`config.mk`:
```
export PLATFORM = sky130hd
export DESIGN_NAME = spmsd_top
export DESIGN_NICKNAME = d
export VERILOG_FILES = /design/src/spmsd_pkg.sv /design/src/spmsd_key_edge.sv /design/src/spmsd_status_bits.sv /design/src/spmsd_top.sv
export VERILOG_INCLUDE_DIRS = /design/src
export SDC_FILE = /design/constraint.sdc
export NUM_CORES = 1
export LEC_CHECK = 0
export BUFFER_PORTS_ARGS = -buffer_cell sky130_fd_sc_hd__buf_2
export CAP_MARGIN = 10
export CORE_UTILIZATION = 28
export DETAILED_ROUTE_END_ITERATION = 8
export GPL_TIMING_DRIVEN = 0
export PLACE_DENSITY_LB_ADDON = 0.12
export SLEW_MARGIN = 10
export SYNTH_ARGS = -nofsm -noshare
export SYNTH_HDL_FRONTEND = slang
export SYNTH_HIERARCHICAL = 1
export SYNTH_SLANG_ARGS = --single-unit
```
`constraint.sdc`:
```
create_clock -name pclk -period 4.6 [get_ports pclk]
set_input_delay 0.46 -clock pclk [delete_from_list [all_inputs] [get_ports pclk]]
set_output_delay 0.46 -clock pclk [all_outputs]
set_load 0.1 [all_outputs]
```
`src/spmsd_consts.svh`:
```
// Constants of the servo panel mode and status display block
`ifndef SPMSD_CONSTS_SVH
`define SPMSD_CONSTS_SVH
// ----------------------------------------
// Register offsets
// ----------------------------------------
`define SPMSD_OFF_CFG 8'h00
`define SPMSD_OFF_SPD_WIN 8'h04
`define SPMSD_OFF_POS_WIN 8'h08
`define SPMSD_OFF_ROT_THR 8'h0C
`define SPMSD_OFF_TRQ_THR 8'h10
`define SPMSD_OFF_LIMITS 8'h14
`define SPMSD_OFF_STATUS 8'h18
`define SPMSD_OFF_EDIT 8'h1C
// ----------------------------------------
// Reset values
// ----------------------------------------
`define SPMSD_RST_CFG 2'h0
`define SPMSD_RST_SPD_WIN 16'h000A
`define SPMSD_RST_POS_WIN 16'h000A
`define SPMSD_RST_ROT_THR 16'h0014
`define SPMSD_RST_TRQ_THR 16'h000A
`define SPMSD_RST_EDIT_MIN 16'h0000
`define SPMSD_RST_EDIT_MAX 16'hFFFF
`define SPMSD_RST_EDIT 16'h0000
// ----------------------------------------
// Status codes and bit positions
// ----------------------------------------
`define SPMSD_CODE_SERVO_OFF 8'h00
`define SPMSD_CODE_RUN 8'h01
`define SPMSD_CODE_FWD_PROH 8'h02
`define SPMSD_CODE_REV_PROH 8'h03
`define SPMSD_BIT_MATCH 0
`define SPMSD_BIT_BASE 1
`define SPMSD_BIT_CPWR 2
`define SPMSD_BIT_SREF 3
`define SPMSD_BIT_TREF 4
`define SPMSD_BIT_PRDY 5
`define SPMSD_BIT_ROT 6
`define SPMSD_KEY_MODE 0
`define SPMSD_KEY_ENTER 1
`define SPMSD_KEY_INC 2
`define SPMSD_KEY_DEC 3
`define SPMSD_ONE16 16'h0001
`endif

```
`src/spmsd_pkg.sv`:
```
// Types shared by the servo panel block
package spmsd_pkg;
  typedef enum logic [1:0] {MODE_STATUS, MODE_PARAM, MODE_MONITOR, MODE_UTILITY} spmsd_mode_t;
  typedef enum logic [1:0] {CT_SPEED, CT_TORQUE, CT_POSITION, CT_SPARE} spmsd_ctrl_t;
endpackage

```
`src/spmsd_key_edge.sv`:
```
// Press detector for the four panel keys
`timescale 1ns/1ps
`default_nettype none
module spmsd_key_edge (
  input wire logic pclk,
  input wire logic presetn,
  input wire logic [3:0] keys,
  output logic [3:0] press
);
  logic [3:0] keys_q;

  // One pulse per press; holding a key gives no repeat
  always_ff @(posedge pclk or negedge presetn) begin
    if (!presetn) begin
      keys_q <= 4'h0;
      press <= 4'h0;
    end else begin
      keys_q <= keys;
      press <= keys & ~keys_q;
    end
  end
endmodule
`default_nettype wire

```
`src/spmsd_status_bits.sv`:
```
// Status bit display, meaning set by control type
`timescale 1ns/1ps
`default_nettype none
`include "spmsd_consts.svh"
module spmsd_status_bits (
  input wire logic pclk,
  input wire logic presetn,
  input wire logic [1:0] ctrl_type,
  input wire logic [15:0] speed_match_window,
  input wire logic [15:0] position_done_window,
  input wire logic [15:0] rotation_threshold,
  input wire logic [15:0] torque_threshold,
  input wire logic signed [15:0] motor_speed,
  input wire logic signed [15:0] ref_speed,
  input wire logic signed [15:0] torque_ref,
  input wire logic signed [15:0] position_error,
  input wire logic ref_pulse_active,
  input wire logic err_clear_active,
  input wire logic base_block,
  input wire logic control_power,
  input wire logic main_power_ok,
  output logic [6:0] bits
);
  import spmsd_pkg::*;

  // Magnitude of a signed value; widened so the most negative fits
  function automatic logic [16:0] mag(input logic signed [16:0] v);
    mag = v[16] ? 17'(-v) : 17'(v);
  endfunction

  logic [16:0] speed_err;
  logic is_pos;
  logic [6:0] next_bits;
  assign speed_err = mag(17'(motor_speed) - 17'(ref_speed));
  assign is_pos = (ctrl_type == CT_POSITION);

  // Bit meanings swap between speed/torque and position control
  always_comb begin
    next_bits = 7'h00;
    if (is_pos) begin
      next_bits[`SPMSD_BIT_MATCH] = mag(17'(position_error)) < {1'b0, position_done_window};
      next_bits[`SPMSD_BIT_SREF] = ref_pulse_active;
      next_bits[`SPMSD_BIT_TREF] = err_clear_active;
    end else begin
      next_bits[`SPMSD_BIT_MATCH] = (ctrl_type == CT_TORQUE) ||
        (speed_err <= {1'b0, speed_match_window});
      next_bits[`SPMSD_BIT_SREF] = mag(17'(ref_speed)) > {1'b0, rotation_threshold};
      next_bits[`SPMSD_BIT_TREF] = mag(17'(torque_ref)) > {1'b0, torque_threshold};
    end
    next_bits[`SPMSD_BIT_BASE] = base_block;
    next_bits[`SPMSD_BIT_CPWR] = control_power;
    next_bits[`SPMSD_BIT_PRDY] = main_power_ok;
    next_bits[`SPMSD_BIT_ROT] = mag(17'(motor_speed)) > {1'b0, rotation_threshold};
  end

  // Registered so the display never shows a combinational glitch
  always_ff @(posedge pclk or negedge presetn) begin
    if (!presetn) begin
      bits <= 7'h00;
    end else begin
      bits <= next_bits;
    end
  end
endmodule
`default_nettype wire

```
`src/spmsd_top.sv`:
```
// Front panel mode, edit, alarm and status display with APB registers
//
// The APB register port and the register addresses were chosen for this implementation.
`timescale 1ns/1ps
`default_nettype none
`include "spmsd_consts.svh"
module spmsd_top (
  input wire logic pclk,
  input wire logic presetn,
  input wire logic psel,
  input wire logic penable,
  input wire logic pwrite,
  input wire logic [7:0] paddr,
  input wire logic [31:0] pwdata,
  output logic [31:0] prdata,
  output logic pready,
  output logic pslverr,
  input wire logic mode_key,
  input wire logic enter_key,
  input wire logic increment_key,
  input wire logic decrement_key,
  input wire logic alarm_clear_input,
  input wire logic alarm_set,
  input wire logic [7:0] alarm_number,
  input wire logic forward_overtravel_input,
  input wire logic reverse_overtravel_input,
  input wire logic signed [15:0] motor_speed,
  input wire logic signed [15:0] ref_speed,
  input wire logic signed [15:0] torque_ref,
  input wire logic signed [15:0] position_error,
  input wire logic ref_pulse_active,
  input wire logic err_clear_active,
  input wire logic base_block,
  input wire logic control_power,
  input wire logic main_power_ok,
  output spmsd_pkg::spmsd_mode_t panel_mode,
  output logic edit_active,
  output logic [15:0] edit_value,
  output logic [15:0] edit_work,
  output logic alarm_active,
  output logic [6:0] status_bits,
  output logic [7:0] status_code,
  output logic code_is_alarm
);
  import spmsd_pkg::*;

  // ----------------------------------------
  // Registers and key presses
  // ----------------------------------------
  logic [1:0] ctrl_type;
  logic [15:0] speed_match_window;
  logic [15:0] position_done_window;
  logic [15:0] rotation_threshold;
  logic [15:0] torque_threshold;
  logic [15:0] edit_min;
  logic [15:0] edit_max;
  logic [7:0] alarm_held;
  logic [3:0] press;
  logic press_mode, press_enter, press_inc, press_dec;
  logic bus_wr, bus_rd, clear_req;
  logic [31:0] next_prdata;
  logic next_slverr;

  spmsd_key_edge u_keys (
    .pclk(pclk),
    .presetn(presetn),
    .keys({decrement_key, increment_key, enter_key, mode_key}),
    .press(press)
  );

  spmsd_status_bits u_bits (
    .pclk(pclk),
    .presetn(presetn),
    .ctrl_type(ctrl_type),
    .speed_match_window(speed_match_window),
    .position_done_window(position_done_window),
    .rotation_threshold(rotation_threshold),
    .torque_threshold(torque_threshold),
    .motor_speed(motor_speed),
    .ref_speed(ref_speed),
    .torque_ref(torque_ref),
    .position_error(position_error),
    .ref_pulse_active(ref_pulse_active),
    .err_clear_active(err_clear_active),
    .base_block(base_block),
    .control_power(control_power),
    .main_power_ok(main_power_ok),
    .bits(status_bits)
  );

  assign press_mode = press[`SPMSD_KEY_MODE];
  assign press_enter = press[`SPMSD_KEY_ENTER];
  assign press_inc = press[`SPMSD_KEY_INC];
  assign press_dec = press[`SPMSD_KEY_DEC];

  // Next basic mode; utility wraps back to status display
  function automatic spmsd_mode_t next_mode(input spmsd_mode_t m);
    unique case (m)
      MODE_STATUS: next_mode = MODE_PARAM;
      MODE_PARAM: next_mode = MODE_MONITOR;
      MODE_MONITOR: next_mode = MODE_UTILITY;
      MODE_UTILITY: next_mode = MODE_STATUS;
    endcase
  endfunction

  // ----------------------------------------
  // APB slave, one wait state
  // ----------------------------------------
  // Write lands on the edge where pready is high; read data is captured on the edge that raises pready
  assign bus_wr = psel && penable && pready && pwrite;
  assign bus_rd = psel && penable && !pready && !pwrite;

  // Read mux; unmapped offsets answer with an error and zero data
  always_comb begin
    next_prdata = 32'h0000_0000;
    next_slverr = 1'b0;
    case (paddr)
      `SPMSD_OFF_CFG: next_prdata = {30'h0000_0000, ctrl_type};
      `SPMSD_OFF_SPD_WIN: next_prdata = {16'h0000, speed_match_window};
      `SPMSD_OFF_POS_WIN: next_prdata = {16'h0000, position_done_window};
      `SPMSD_OFF_ROT_THR: next_prdata = {16'h0000, rotation_threshold};
      `SPMSD_OFF_TRQ_THR: next_prdata = {16'h0000, torque_threshold};
      `SPMSD_OFF_LIMITS: next_prdata = {edit_max, edit_min};
      `SPMSD_OFF_STATUS: next_prdata = {8'h00, status_code, 4'h0, code_is_alarm, status_bits,
                                        alarm_active, edit_active, panel_mode};
      `SPMSD_OFF_EDIT: next_prdata = {edit_work, edit_value};
      default: next_slverr = 1'b1;
    endcase
  end

  // Handshake: pready rises on the second access cycle
  always_ff @(posedge pclk or negedge presetn) begin
    if (!presetn) begin
      pready <= 1'b0;
      prdata <= 32'h0000_0000;
      pslverr <= 1'b0;
    end else begin
      pready <= psel && penable && !pready;
      pslverr <= psel && penable && !pready && next_slverr;
      if (bus_rd) begin
        prdata <= next_prdata;
      end
    end
  end

  // Configuration registers written by software
  always_ff @(posedge pclk or negedge presetn) begin
    if (!presetn) begin
      ctrl_type <= `SPMSD_RST_CFG;
      speed_match_window <= `SPMSD_RST_SPD_WIN;
      position_done_window <= `SPMSD_RST_POS_WIN;
      rotation_threshold <= `SPMSD_RST_ROT_THR;
      torque_threshold <= `SPMSD_RST_TRQ_THR;
      edit_min <= `SPMSD_RST_EDIT_MIN;
      edit_max <= `SPMSD_RST_EDIT_MAX;
    end else if (bus_wr) begin
      case (paddr)
        `SPMSD_OFF_CFG: ctrl_type <= pwdata[1:0];
        `SPMSD_OFF_SPD_WIN: speed_match_window <= pwdata[15:0];
        `SPMSD_OFF_POS_WIN: position_done_window <= pwdata[15:0];
        `SPMSD_OFF_ROT_THR: rotation_threshold <= pwdata[15:0];
        `SPMSD_OFF_TRQ_THR: torque_threshold <= pwdata[15:0];
        `SPMSD_OFF_LIMITS: begin
          edit_min <= pwdata[15:0];
          edit_max <= pwdata[31:16];
        end
        default: ;
      endcase
    end
  end

  // ----------------------------------------
  // Mode selection and parameter edit
  // ----------------------------------------
  // Mode key inside an edit saves and exits instead of advancing
  always_ff @(posedge pclk or negedge presetn) begin
    if (!presetn) begin
      panel_mode <= MODE_STATUS;
    end else if (press_mode && !edit_active) begin
      panel_mode <= next_mode(panel_mode);
    end
  end

  // Enter opens an edit in parameter mode; enter or mode closes it
  always_ff @(posedge pclk or negedge presetn) begin
    if (!presetn) begin
      edit_active <= 1'b0;
      edit_value <= `SPMSD_RST_EDIT;
      edit_work <= `SPMSD_RST_EDIT;
    end else if (edit_active) begin
      if (press_mode || press_enter) begin
        edit_active <= 1'b0;
        edit_value <= edit_work;
      end else if (press_inc && !press_dec && edit_work < edit_max) begin
        edit_work <= edit_work + `SPMSD_ONE16;
      end else if (press_dec && !press_inc && edit_work > edit_min) begin
        edit_work <= edit_work - `SPMSD_ONE16;
      end
    end else if (press_enter && panel_mode == MODE_PARAM) begin
      edit_active <= 1'b1;
      edit_work <= edit_value;
    end
  end

  // ----------------------------------------
  // Alarm latch and status code
  // ----------------------------------------
  // A new alarm in the clearing cycle wins, so no alarm is lost
  assign clear_req = alarm_clear_input || (press_enter && panel_mode == MODE_STATUS);

  always_ff @(posedge pclk or negedge presetn) begin
    if (!presetn) begin
      alarm_active <= 1'b0;
      alarm_held <= 8'h00;
    end else if (alarm_set) begin
      alarm_active <= 1'b1;
      alarm_held <= alarm_number;
    end else if (clear_req) begin
      alarm_active <= 1'b0;
    end
  end

  // Priority: alarm, then overtravel, then run or servo off
  always_ff @(posedge pclk or negedge presetn) begin
    if (!presetn) begin
      status_code <= `SPMSD_CODE_SERVO_OFF;
      code_is_alarm <= 1'b0;
    end else begin
      code_is_alarm <= alarm_active;
      if (alarm_active) begin
        status_code <= alarm_held;
      end else if (!forward_overtravel_input) begin
        status_code <= `SPMSD_CODE_FWD_PROH;
      end else if (!reverse_overtravel_input) begin
        status_code <= `SPMSD_CODE_REV_PROH;
      end else if (base_block) begin
        status_code <= `SPMSD_CODE_SERVO_OFF;
      end else begin
        status_code <= `SPMSD_CODE_RUN;
      end
    end
  end

  // Helper: set once any key press has been seen since reset
  logic any_press;
  always_ff @(posedge pclk or negedge presetn) begin
    if (!presetn) begin
      any_press <= 1'b0;
    end else if (press != 4'h0) begin
      any_press <= 1'b1;
    end
  end
endmodule
`default_nettype wire
```
### After elaboration in Yosys (flattened, before gate mapping)

Cells that the tools add are included.

* register bits after elaboration: 200
* bits of input ports: 130
* logic and storage cells: 110

* add/sub/neg operators: 8
* magnitude comparators: 7
* equal/unequal tests: 14
* multiplexer cells: 24
* bitwise operators: 2
* reductions and logical operators: 34

Operator list (count)
* $pmux W32 S8: 1
* $mux W17: 5
* $mux W16: 5
* $neg A16 Y17: 4
* $gt A17 B16 Y1: 3
* $eq A8 B5 Y1 const B: 4
* $le A17 B16 Y1: 1
* $lt A17 B16 Y1: 1
* $neg A17 Y17: 1
* $sub A16 B16 Y17: 1
* $add A16 B1 Y16 const B: 1
* $eq A8 B4 Y1 const B: 2
* $gt A16 B16 Y1: 1
* $lt A16 B16 Y1: 1
* $sub A16 B1 Y16 const B: 1
* $reduce_and A2 Y1: 7
* $logic_and A1 B1 Y1: 13
* $eq A8 B3 Y1 const B: 1
* $logic_not A8 Y1: 1
* $mux W1: 8
* $mux W8: 1
* $pmux W2 S4: 1
* $reduce_or A8 Y1: 1
* $eq A2 B2 Y1 const B: 3
* other kinds (11): 21

### Logic depth before layout (Yosys ltp)

Gate-level depths: netlist of the first run.

* word-level depth: 7
* gate-level depth with buffers: 22
* depth with buffers taken out: 21

### By module

Netlist of the first run, hierarchy kept.

By module, submodules not included
* spmsd_top: instances 1, cells an instance 802, area an instance 9391.5 µm², seq. area each 4659.5 µm²
* spmsd_status_bits: instances 1, cells an instance 611, area an instance 4495.6 µm², seq. area each 175.2 µm²
* spmsd_key_edge: instances 1, cells an instance 12, area an instance 255.2 µm², seq. area each 200.2 µm²

### Worst setup path after synthesis of the first run

Ideal clock, no wire load.

* path kind: register -> register
* start: register edit_work[9]
* end: register edit_work[15]
* setup time: 132 ps
* arrival time: 4686 ps
* required time: 4468 ps
* slack: -218 ps
* stages on the path, launching flop included: 16
* path buffers: 0
* path through: dfrtp_1 -> ha_1 -> a21o_1 -> a21o_1 -> a2111oi_2 -> o21ai_0 -> nand2b_1 -> inv_1 -> ha_1 -> a211o_1 -> a2111oi_4 -> o211ai_2 -> a311o_1 -> or4b_1 -> o31ai_1 -> a211oi_1

* longest elaborated chain between the ends: 5

Ends and longest elaborated chain
* start, declared: RTL line spmsd_top.sv:39 `output logic [15:0] edit_work,`
* start signal, assigned: RTL line spmsd_top.sv:189 `` edit_work <= `SPMSD_RST_EDIT; ``
* start signal, assigned: RTL line spmsd_top.sv:195 `` edit_work <= edit_work + `SPMSD_ONE16; ``
* start signal, assigned: RTL line spmsd_top.sv:197 `` edit_work <= edit_work - `SPMSD_ONE16; ``
* $sub A16 B1 Y16 (no line) / $lt A16 B16 Y1 (equally long branches)
* $mux W16 / $logic_and A1 B1 Y1 (equally long branches): RTL line spmsd_top.sv:196, spmsd_top.sv:194
* $mux W16: RTL line spmsd_top.sv:194 `end else if (press_inc && !press_dec && edit_work < edit_max) begin`
* $mux W16: RTL line spmsd_top.sv:191 `if (press_mode || press_enter) begin`
* $mux W16: RTL line spmsd_top.sv:190 `end else if (edit_active) begin`

Several ways; a longest one is shown, not always the timed one. The select of a mux whose other input is x is not followed.
A chain may end at the register's enable or synchronous reset.

### Worst setup path after layout of the first run

* start: register edit_max[9]
* end: register edit_work[15]

* longest elaborated chain between the ends: 5

Ends and longest elaborated chain
* start, declared: RTL line spmsd_top.sv:56 `logic [15:0] edit_max;`
* start signal, assigned: RTL line spmsd_top.sv:155 `` edit_max <= `SPMSD_RST_EDIT_MAX; ``
* start signal, assigned: RTL line spmsd_top.sv:165 `edit_max <= pwdata[31:16];`
* $lt A16 B16 Y1 (*): RTL line spmsd_top.sv:194
* $logic_and A1 B1 Y1 (*): RTL line spmsd_top.sv:194
* $mux W16: RTL line spmsd_top.sv:194
* $mux W16: RTL line spmsd_top.sv:191
* $mux W16: RTL line spmsd_top.sv:190

Mark *: on every way between the ends. The rest lies on a longest branch, timed or not. The select of a mux whose other input is x is not followed.

==> results of run 1 <==
-- per-stage QoR --
stage,hold slack [ns],setup slack (ns)
floorplan,0.164,0.0320
global placement,0.438,-1.04
detailed placement,0.406,-0.685
CTS,0.0709,-0.0195
global route,0.0785,0.00670
finish,0.0949,0.190
-- cells in the final DEF, fill, tap and decap left out, drive strengths merged, types with 7 or more instances in the layout --
master    n
nor2     55
o31ai    14
nand2b   18
dfrtp   176
o41ai     9
ha      151
nand4    19
clkbuf   53
a211oi   20
a31oi    17
xor2     15
nor2b    20
o21a     21
mux2    140
inv     140
buf     238
and2      7
nor3     21
xnor2    74
a21o     45
a21oi    52
a22oi    42
dfstp    24
or3      10
a222oi   10
o21ai    78
nand2    89
nand3    19
a22o     11
o211ai    9
nor4     10
-- cell usage after synthesis, types with 14 or more instances --
| master | instances |
|---|---|
| nor3_1 | 18 |
| a21o_1 | 45 |
| a211oi_1 | 17 |
| o21ai_0 | 77 |
| clkbuf_1 | 34 |
| nand2b_1 | 18 |
| nand3_1 | 19 |
| inv_1 | 136 |
| xor2_1 | 15 |
| dfstp_2 | 24 |
| nor2b_1 | 16 |
| ha_1 | 151 |
| nand2_1 | 89 |
| xnor2_1 | 74 |
| mux2_2 | 140 |
| a31oi_1 | 16 |
| o31ai_1 | 14 |
| a21oi_1 | 49 |
| o21a_1 | 21 |
| dfrtp_1 | 176 |
| nand4_1 | 19 |
| nor2_1 | 52 |
| a22oi_1 | 42 |
-- path summary, 6_finish.rpt --
kind	depth (start not counted)	startpoint	to	slack, ns
max	17	edit_max[9]	edit_work[15]	0.19
min	1	main_power_ok	u_bits/bits[5]	0.09
max reg2reg	17	edit_max[9]	edit_work[15]	0.19
min reg2reg	1	u_keys/keys_q[1]	u_keys/press[1]	0.45
max in group asynchronous	4	presetn	torque_threshold[1]	2.86
min in group asynchronous	2	presetn	alarm_held[3]	0.52
-- cells by family after synthesis --
family | count (synthesis)
AOI/OAI and AO/OA | 367
and+or+nand+nor | 293
DFF | 200
buffers and inverters | 180
adders and majority gates | 153
muxes | 143
xor gates and xnor gates | 89
-- report_power, final --
group	switching (mW)	internal (mW)
registers	0.322	1.92
clock network	0.744	0.935
logic	2.47	1.29
total	3.54	4.14
-- per-layer routing --
layer / global-route usage [%] / vias to the layer above / wire, um
li1: - / 5703 / -
met1: 27.6 / 5868 / 23700
met2: 32.9 / 295 / 24200
met3: 3.01 / 36 / 2480
met4: 4.38 / 4 / 660
met5: 0 / - / 31
-- cell type report --
cell class | instances | area (sq um) | share of cell area [%]
multi-input combinational | 1045 | 8510 | 50.1
sequential | 200 | 5040 | 29.7
timing repair buffer | 229 | 1240 | 7.30
tap | 664 | 831 | 4.90
inverter | 136 | 514 | 3.03
clock buffer | 19 | 443 | 2.61
buffer | 44 | 193 | 1.14
clock inverter | 13 | 191 | 1.13
antenna | 2 | 5.00 | 0.0295
-- worst max-delay path, delay by kind of cell, from the launching register on --
family	cells	cell delay [ns]
DFF	1	0.55
buffers and inverters	3	0.40
AOI/OAI and AO/OA	10	2.14
adders and majority gates	2	0.62
and+or+nand+nor	2	0.59
-- state kept, by name, summed over array words and instances, names as in the netlist, 7 cells and up --
name and cells:
alarm_held 8, speed_match_window 16, u_bits/bits 7, status_code 8
edit_value 16, rotation_threshold 16, edit_min 16, position_done_window 16
prdata 32, edit_work 16, edit_max 16, torque_threshold 16
-- timing repair --
action,CTS,global route
hold endpoints to repair,39,0
pin swaps,1,14
setup buffers,3,10
gates cloned,0,0
endpoints found under the setup margin,5,5
hold buffers,1,0
resized for setup,5,17
==> metrics, run 1 <==
maximum VDD drop=0.262 mV; Post-Route WL=51,000 um; clk_skew=0.0221 ns; post-synthesis compound-gate area fraction=18.2%; Crit Path Class=reg -> reg; worst hold path type=in -> reg; die footprint=0.0514 sq mm; I/O pins=216; clock latency on the worst-skew pair=0.46 ns; Die H=227 um; XOR/XNOR Fraction of Synth Area=5.51%; setup TNS=0 ns; #FFs+latches synth=200; Mapped Cells=1,425; Finished Layout Cells=2,352; fin util=34.4%; vias in the first global route=11,800; GRT overflow=0; register area share after synthesis=35.6%; CTS buffer count=17; Synth area leaders=dfrtp_1 (31%), ha_1 (13%), mux2_2 (11%), xnor2_1 (4.6%), dfstp_2 (4.5%); WL/cell=21.7 um; Worst-Margin Slew=1.08 ns; htree depth=4; crit path capture type=register; syn avg cell area=9.92 sq um; Root Buffer=clkbuf_16; mux contribution to synthesized area=11.4%; fin crit share=95.9%; CP Launch Type=register; nets=1,956; gpl congestion=0.866; number of port buffers=213; crit-path max cell delay=0.55 ns; post-layout instance area=0.0170 sq mm; Slew HR=27.7%; number of synthesized flops with an enable pin=0; Crit Path Max Fanout=13; syn nets=1,708; CTS Sinks=200; DIE WIDTH=227 um; Mapped Area=0.0141 sq mm; status=finished, final reports clean; via count=11,900; DP Cell Count=2,304; P&R area growth vs syn=20.0%; Max Clk Rate=0.227 GHz; slowest CP cell=dfstp_2; Initial DRC Count=807; share of cells above drive strength 1=28.3%; Main synth FF type=dfrtp_1; Core Area=0.0494 sq mm; Post-Synth Adder-Cell Area=13.6%; largest net degree at the start of global routing=80; first-pass GRT wire length=75,200 um; post-synth top area cell=dfrtp_1; Reg clk slew, reported paths=0.09 ns; Max Buffers Root-to-Sink=2; top cell type's share of synthesized area=31.1%; RSZ-0062 raised after global routing=no; YS warnings=6; Post-DP HPWL=41,300 um; final slew viol count=0; minimum clock period=4.41 ns; DRC viols=0; Async SR Flop Fraction=100%; Fill cells=5,170; dominant combinational cell family by area after synthesis=compound AO/OA/AOI/OAI gates; Routed Antenna Nets=0; Netlist cell types=72; CP required=4.94 ns; Cell Chain, Critical Path=inv_1 -> ha_1 -> a21o_1 -> a21o_1 -> a2111oi_4 -> o21ai_2 -> nand2b_4 -> clkinvlp_4 -> buf_4 -> ha_1 -> o21a_1 -> o2111ai_1 -> o211ai_2 -> a311o_1 -> or4b_1 -> o31ai_1 -> a211oi_1; vias per cell=5.06; Hold Vio Cnt, Final=0; Total GRT Usage=20.0%; Starting Density=28.7%; first drt pass iteration count=6; FP Rows=81; # setup viols final=0; Arrival @ worst endpoint=4.75 ns; Overall Power=7.67 mW; placed inst area=0.0161 sq mm; TritonCTS clock tree=built; P_leak=7.72 nW; antenna violations before repair=3; power density over the cells=452 mW/mm^2; simple-gate portion of the synthesized area=10.7%; MaxCap Viol Count=0
Note: power is estimated with default switching activity, not from simulation.
==> inputs of run 2 (changes only) <==
--- a/config.mk
+++ b/config.mk
@@ -12,6 +12,7 @@
 export DETAILED_ROUTE_END_ITERATION = 8
 export GPL_TIMING_DRIVEN = 0
 export PLACE_DENSITY_LB_ADDON = 0.12
+export REMOVE_ABC_BUFFERS = 1
 export SLEW_MARGIN = 10
 export SYNTH_ARGS = -nofsm -noshare
 export SYNTH_HDL_FRONTEND = slang
==> constraint.sdc (replaced) <==
create_clock -name pclk -period 3.6 [get_ports pclk]
set_input_delay 0.36 -clock pclk [delete_from_list [all_inputs] [get_ports pclk]]
set_output_delay 0.36 -clock pclk [all_outputs]
set_load 0.1 [all_outputs]
==> metrics, run 2 (synthesis gave the netlist of run 1 again) <==
P_leak=7.93 nW; setup ws final=-0.544 ns; post-layout instance area=0.0176 sq mm; gpl congestion=0.862; commonest non-fill, non-tap cell in the layout=buf_2; Total GRT Usage=18.8%; first drt pass iteration count=5; placed inst area=0.0162 sq mm; Hold Vio Cnt, Final=0; Routed Antenna Nets=0; CTS buffer count=17; power density over the cells=572 mW/mm^2; fin crit share=115%; clk_skew=0.0176 ns; final slew viol count=0; CTS Sinks=200; Finished Layout Cells=2,353; # diodes=0; Starting Density=28.7%; Die H=227 um; via count=11,800; Hold WS=0.0221 ns; crit path capture type=register; P&R area growth vs syn=24.6%; Arrival @ worst endpoint=4.47 ns; worst setup path end=edit_work[15]; die footprint=0.0514 sq mm; clock latency on the worst-skew pair=0.46 ns; DIE WIDTH=227 um; Fill cells=5,120; Top reg by flops=prdata; Crit Path Class=reg -> reg; maximum VDD drop=0.390 mV; TritonCTS clock tree=built; largest net degree at the start of global routing=102; share of cells above drive strength 1=34.3%; RR Startpoint=edit_max[13]; max reg flops=32; Worst-Margin Slew=0.974 ns; Multi-input gate area=0.00891 sq mm; Place WS=-1.39 ns; failing checks=setup timing; worst hold path type=in -> reg; DP Cell Count=2,274; Reg clk slew, reported paths=0.07 ns; Initial DRC Count=651; reg2reg end=edit_work[15]; vias per cell=5.02; Post-DP HPWL=37,800 um; minimum clock period=4.14 ns; commonest cells after routing, fill and taps aside=buf_2 (208), dfrtp_1 (167), mux2_2 (138), ha_1 (131), inv_1 (125); Root Buffer=clkbuf_16; WL/cell=20.6 um; GRT overflow=0; CP Launch Type=register; CP required=3.93 ns; status=finished, violations left; Crit Path Max Fanout=4; # setup viols final=11; Slew HR=34.9%; nets=1,959; worst reg-to-reg setup slack=-0.54 ns; register area=0.00505 sq mm; DRC viols=0; MaxCap Viol Count=0; RSZ-0062 raised after global routing=yes; vias in the first global route=11,500; Worst setup startpoint=edit_max[13]; Core Area=0.0494 sq mm; htree depth=4; cells on worst reg2reg path=16; Max Clk Rate=0.241 GHz; first-pass GRT wire length=71,800 um; FP Rows=81; antenna violations before repair=5; number of port buffers=215; I/O pins=216; Max Buffers Root-to-Sink=2; Post-Route WL=48,400 um
## run 2: worst max-delay path, stage by stage, from the launching register on
cell and delay, ns:
dfstp_2 0.55, inv_2 0.04, ha_4 0.20, a21o_1 0.15
a21o_1 0.17, a311o_1 0.33, o21ai_2 0.09, nand2b_4 0.19
clkinvlp_4 0.17, ha_4 0.28, a211o_1 0.31, a2111oi_4 0.40
o211ai_2 0.14, a311o_1 0.32, or4b_1 0.50, o31ai_1 0.08
a211oi_1 0.07
## run 2: area by class of cell
type,count,share of cell area [%]
Tap cell,664,4.71
Inverter,136,2.99
Sequential cell,200,28.6
Clock buffer,21,2.50
Multi-Input combinational cell,1045,50.5
Clock inverter,11,0.717
Timing Repair Buffer,276,9.91
## run 2: routing by layer
layer  track usage (%)  part of all wire [%]  up-vias
li1                  -                     -     5702
met1              25.6                    47     5839
met2              30.7                    47      225
met3              3.21                   4.3       44
met4              4.88                   1.6        8
met5                 0                 0.093        -
## run 2: stage by stage
step	setup TNS, ns	power, mW	utilization (%)
6_report	-3.24	10.1	35.7
3_3_place_gp	-538.28	7.36	32.1
4_1_cts	-3.18	9.88	35.0
2_1_floorplan	-36.79	6.25	-
3_5_place_dp	-12.50	7.43	32.7
5_1_grt	-5.16	10.7	35.7
## run 2: how the worst min path moves through the flow
stage	slack, ns	depth (start not counted)	start	end
global placement	0.43	1	u_keys/keys_q[0]	u_keys/press[0]
finish	0.02	1	control_power	u_bits/bits[2]
detailed placement	0.44	1	u_keys/keys_q[1]	u_keys/press[1]
global route	0.004	1	control_power	u_bits/bits[2]
floorplan	0.06	0	presetn	alarm_active
CTS	0.003	1	base_block	u_bits/bits[1]
## run 2: repair_timing
item,CTS,global route
resized for setup,71,58
hold buffers,2,0
endpoints found under the setup margin,15,12
setup buffers,25,20
hold endpoints to repair,41,0
pin swaps,42,41
## run 2: where the power goes
group	switching (mW)	leakage [nW]	total (mW)	internal [mW]
combinational	3.30	5.07	5.27	1.97
clock	0.920	0.264	1.95	1.03
sequential	0.412	2.59	2.86	2.45
total	4.63	7.93	10.1	5.44
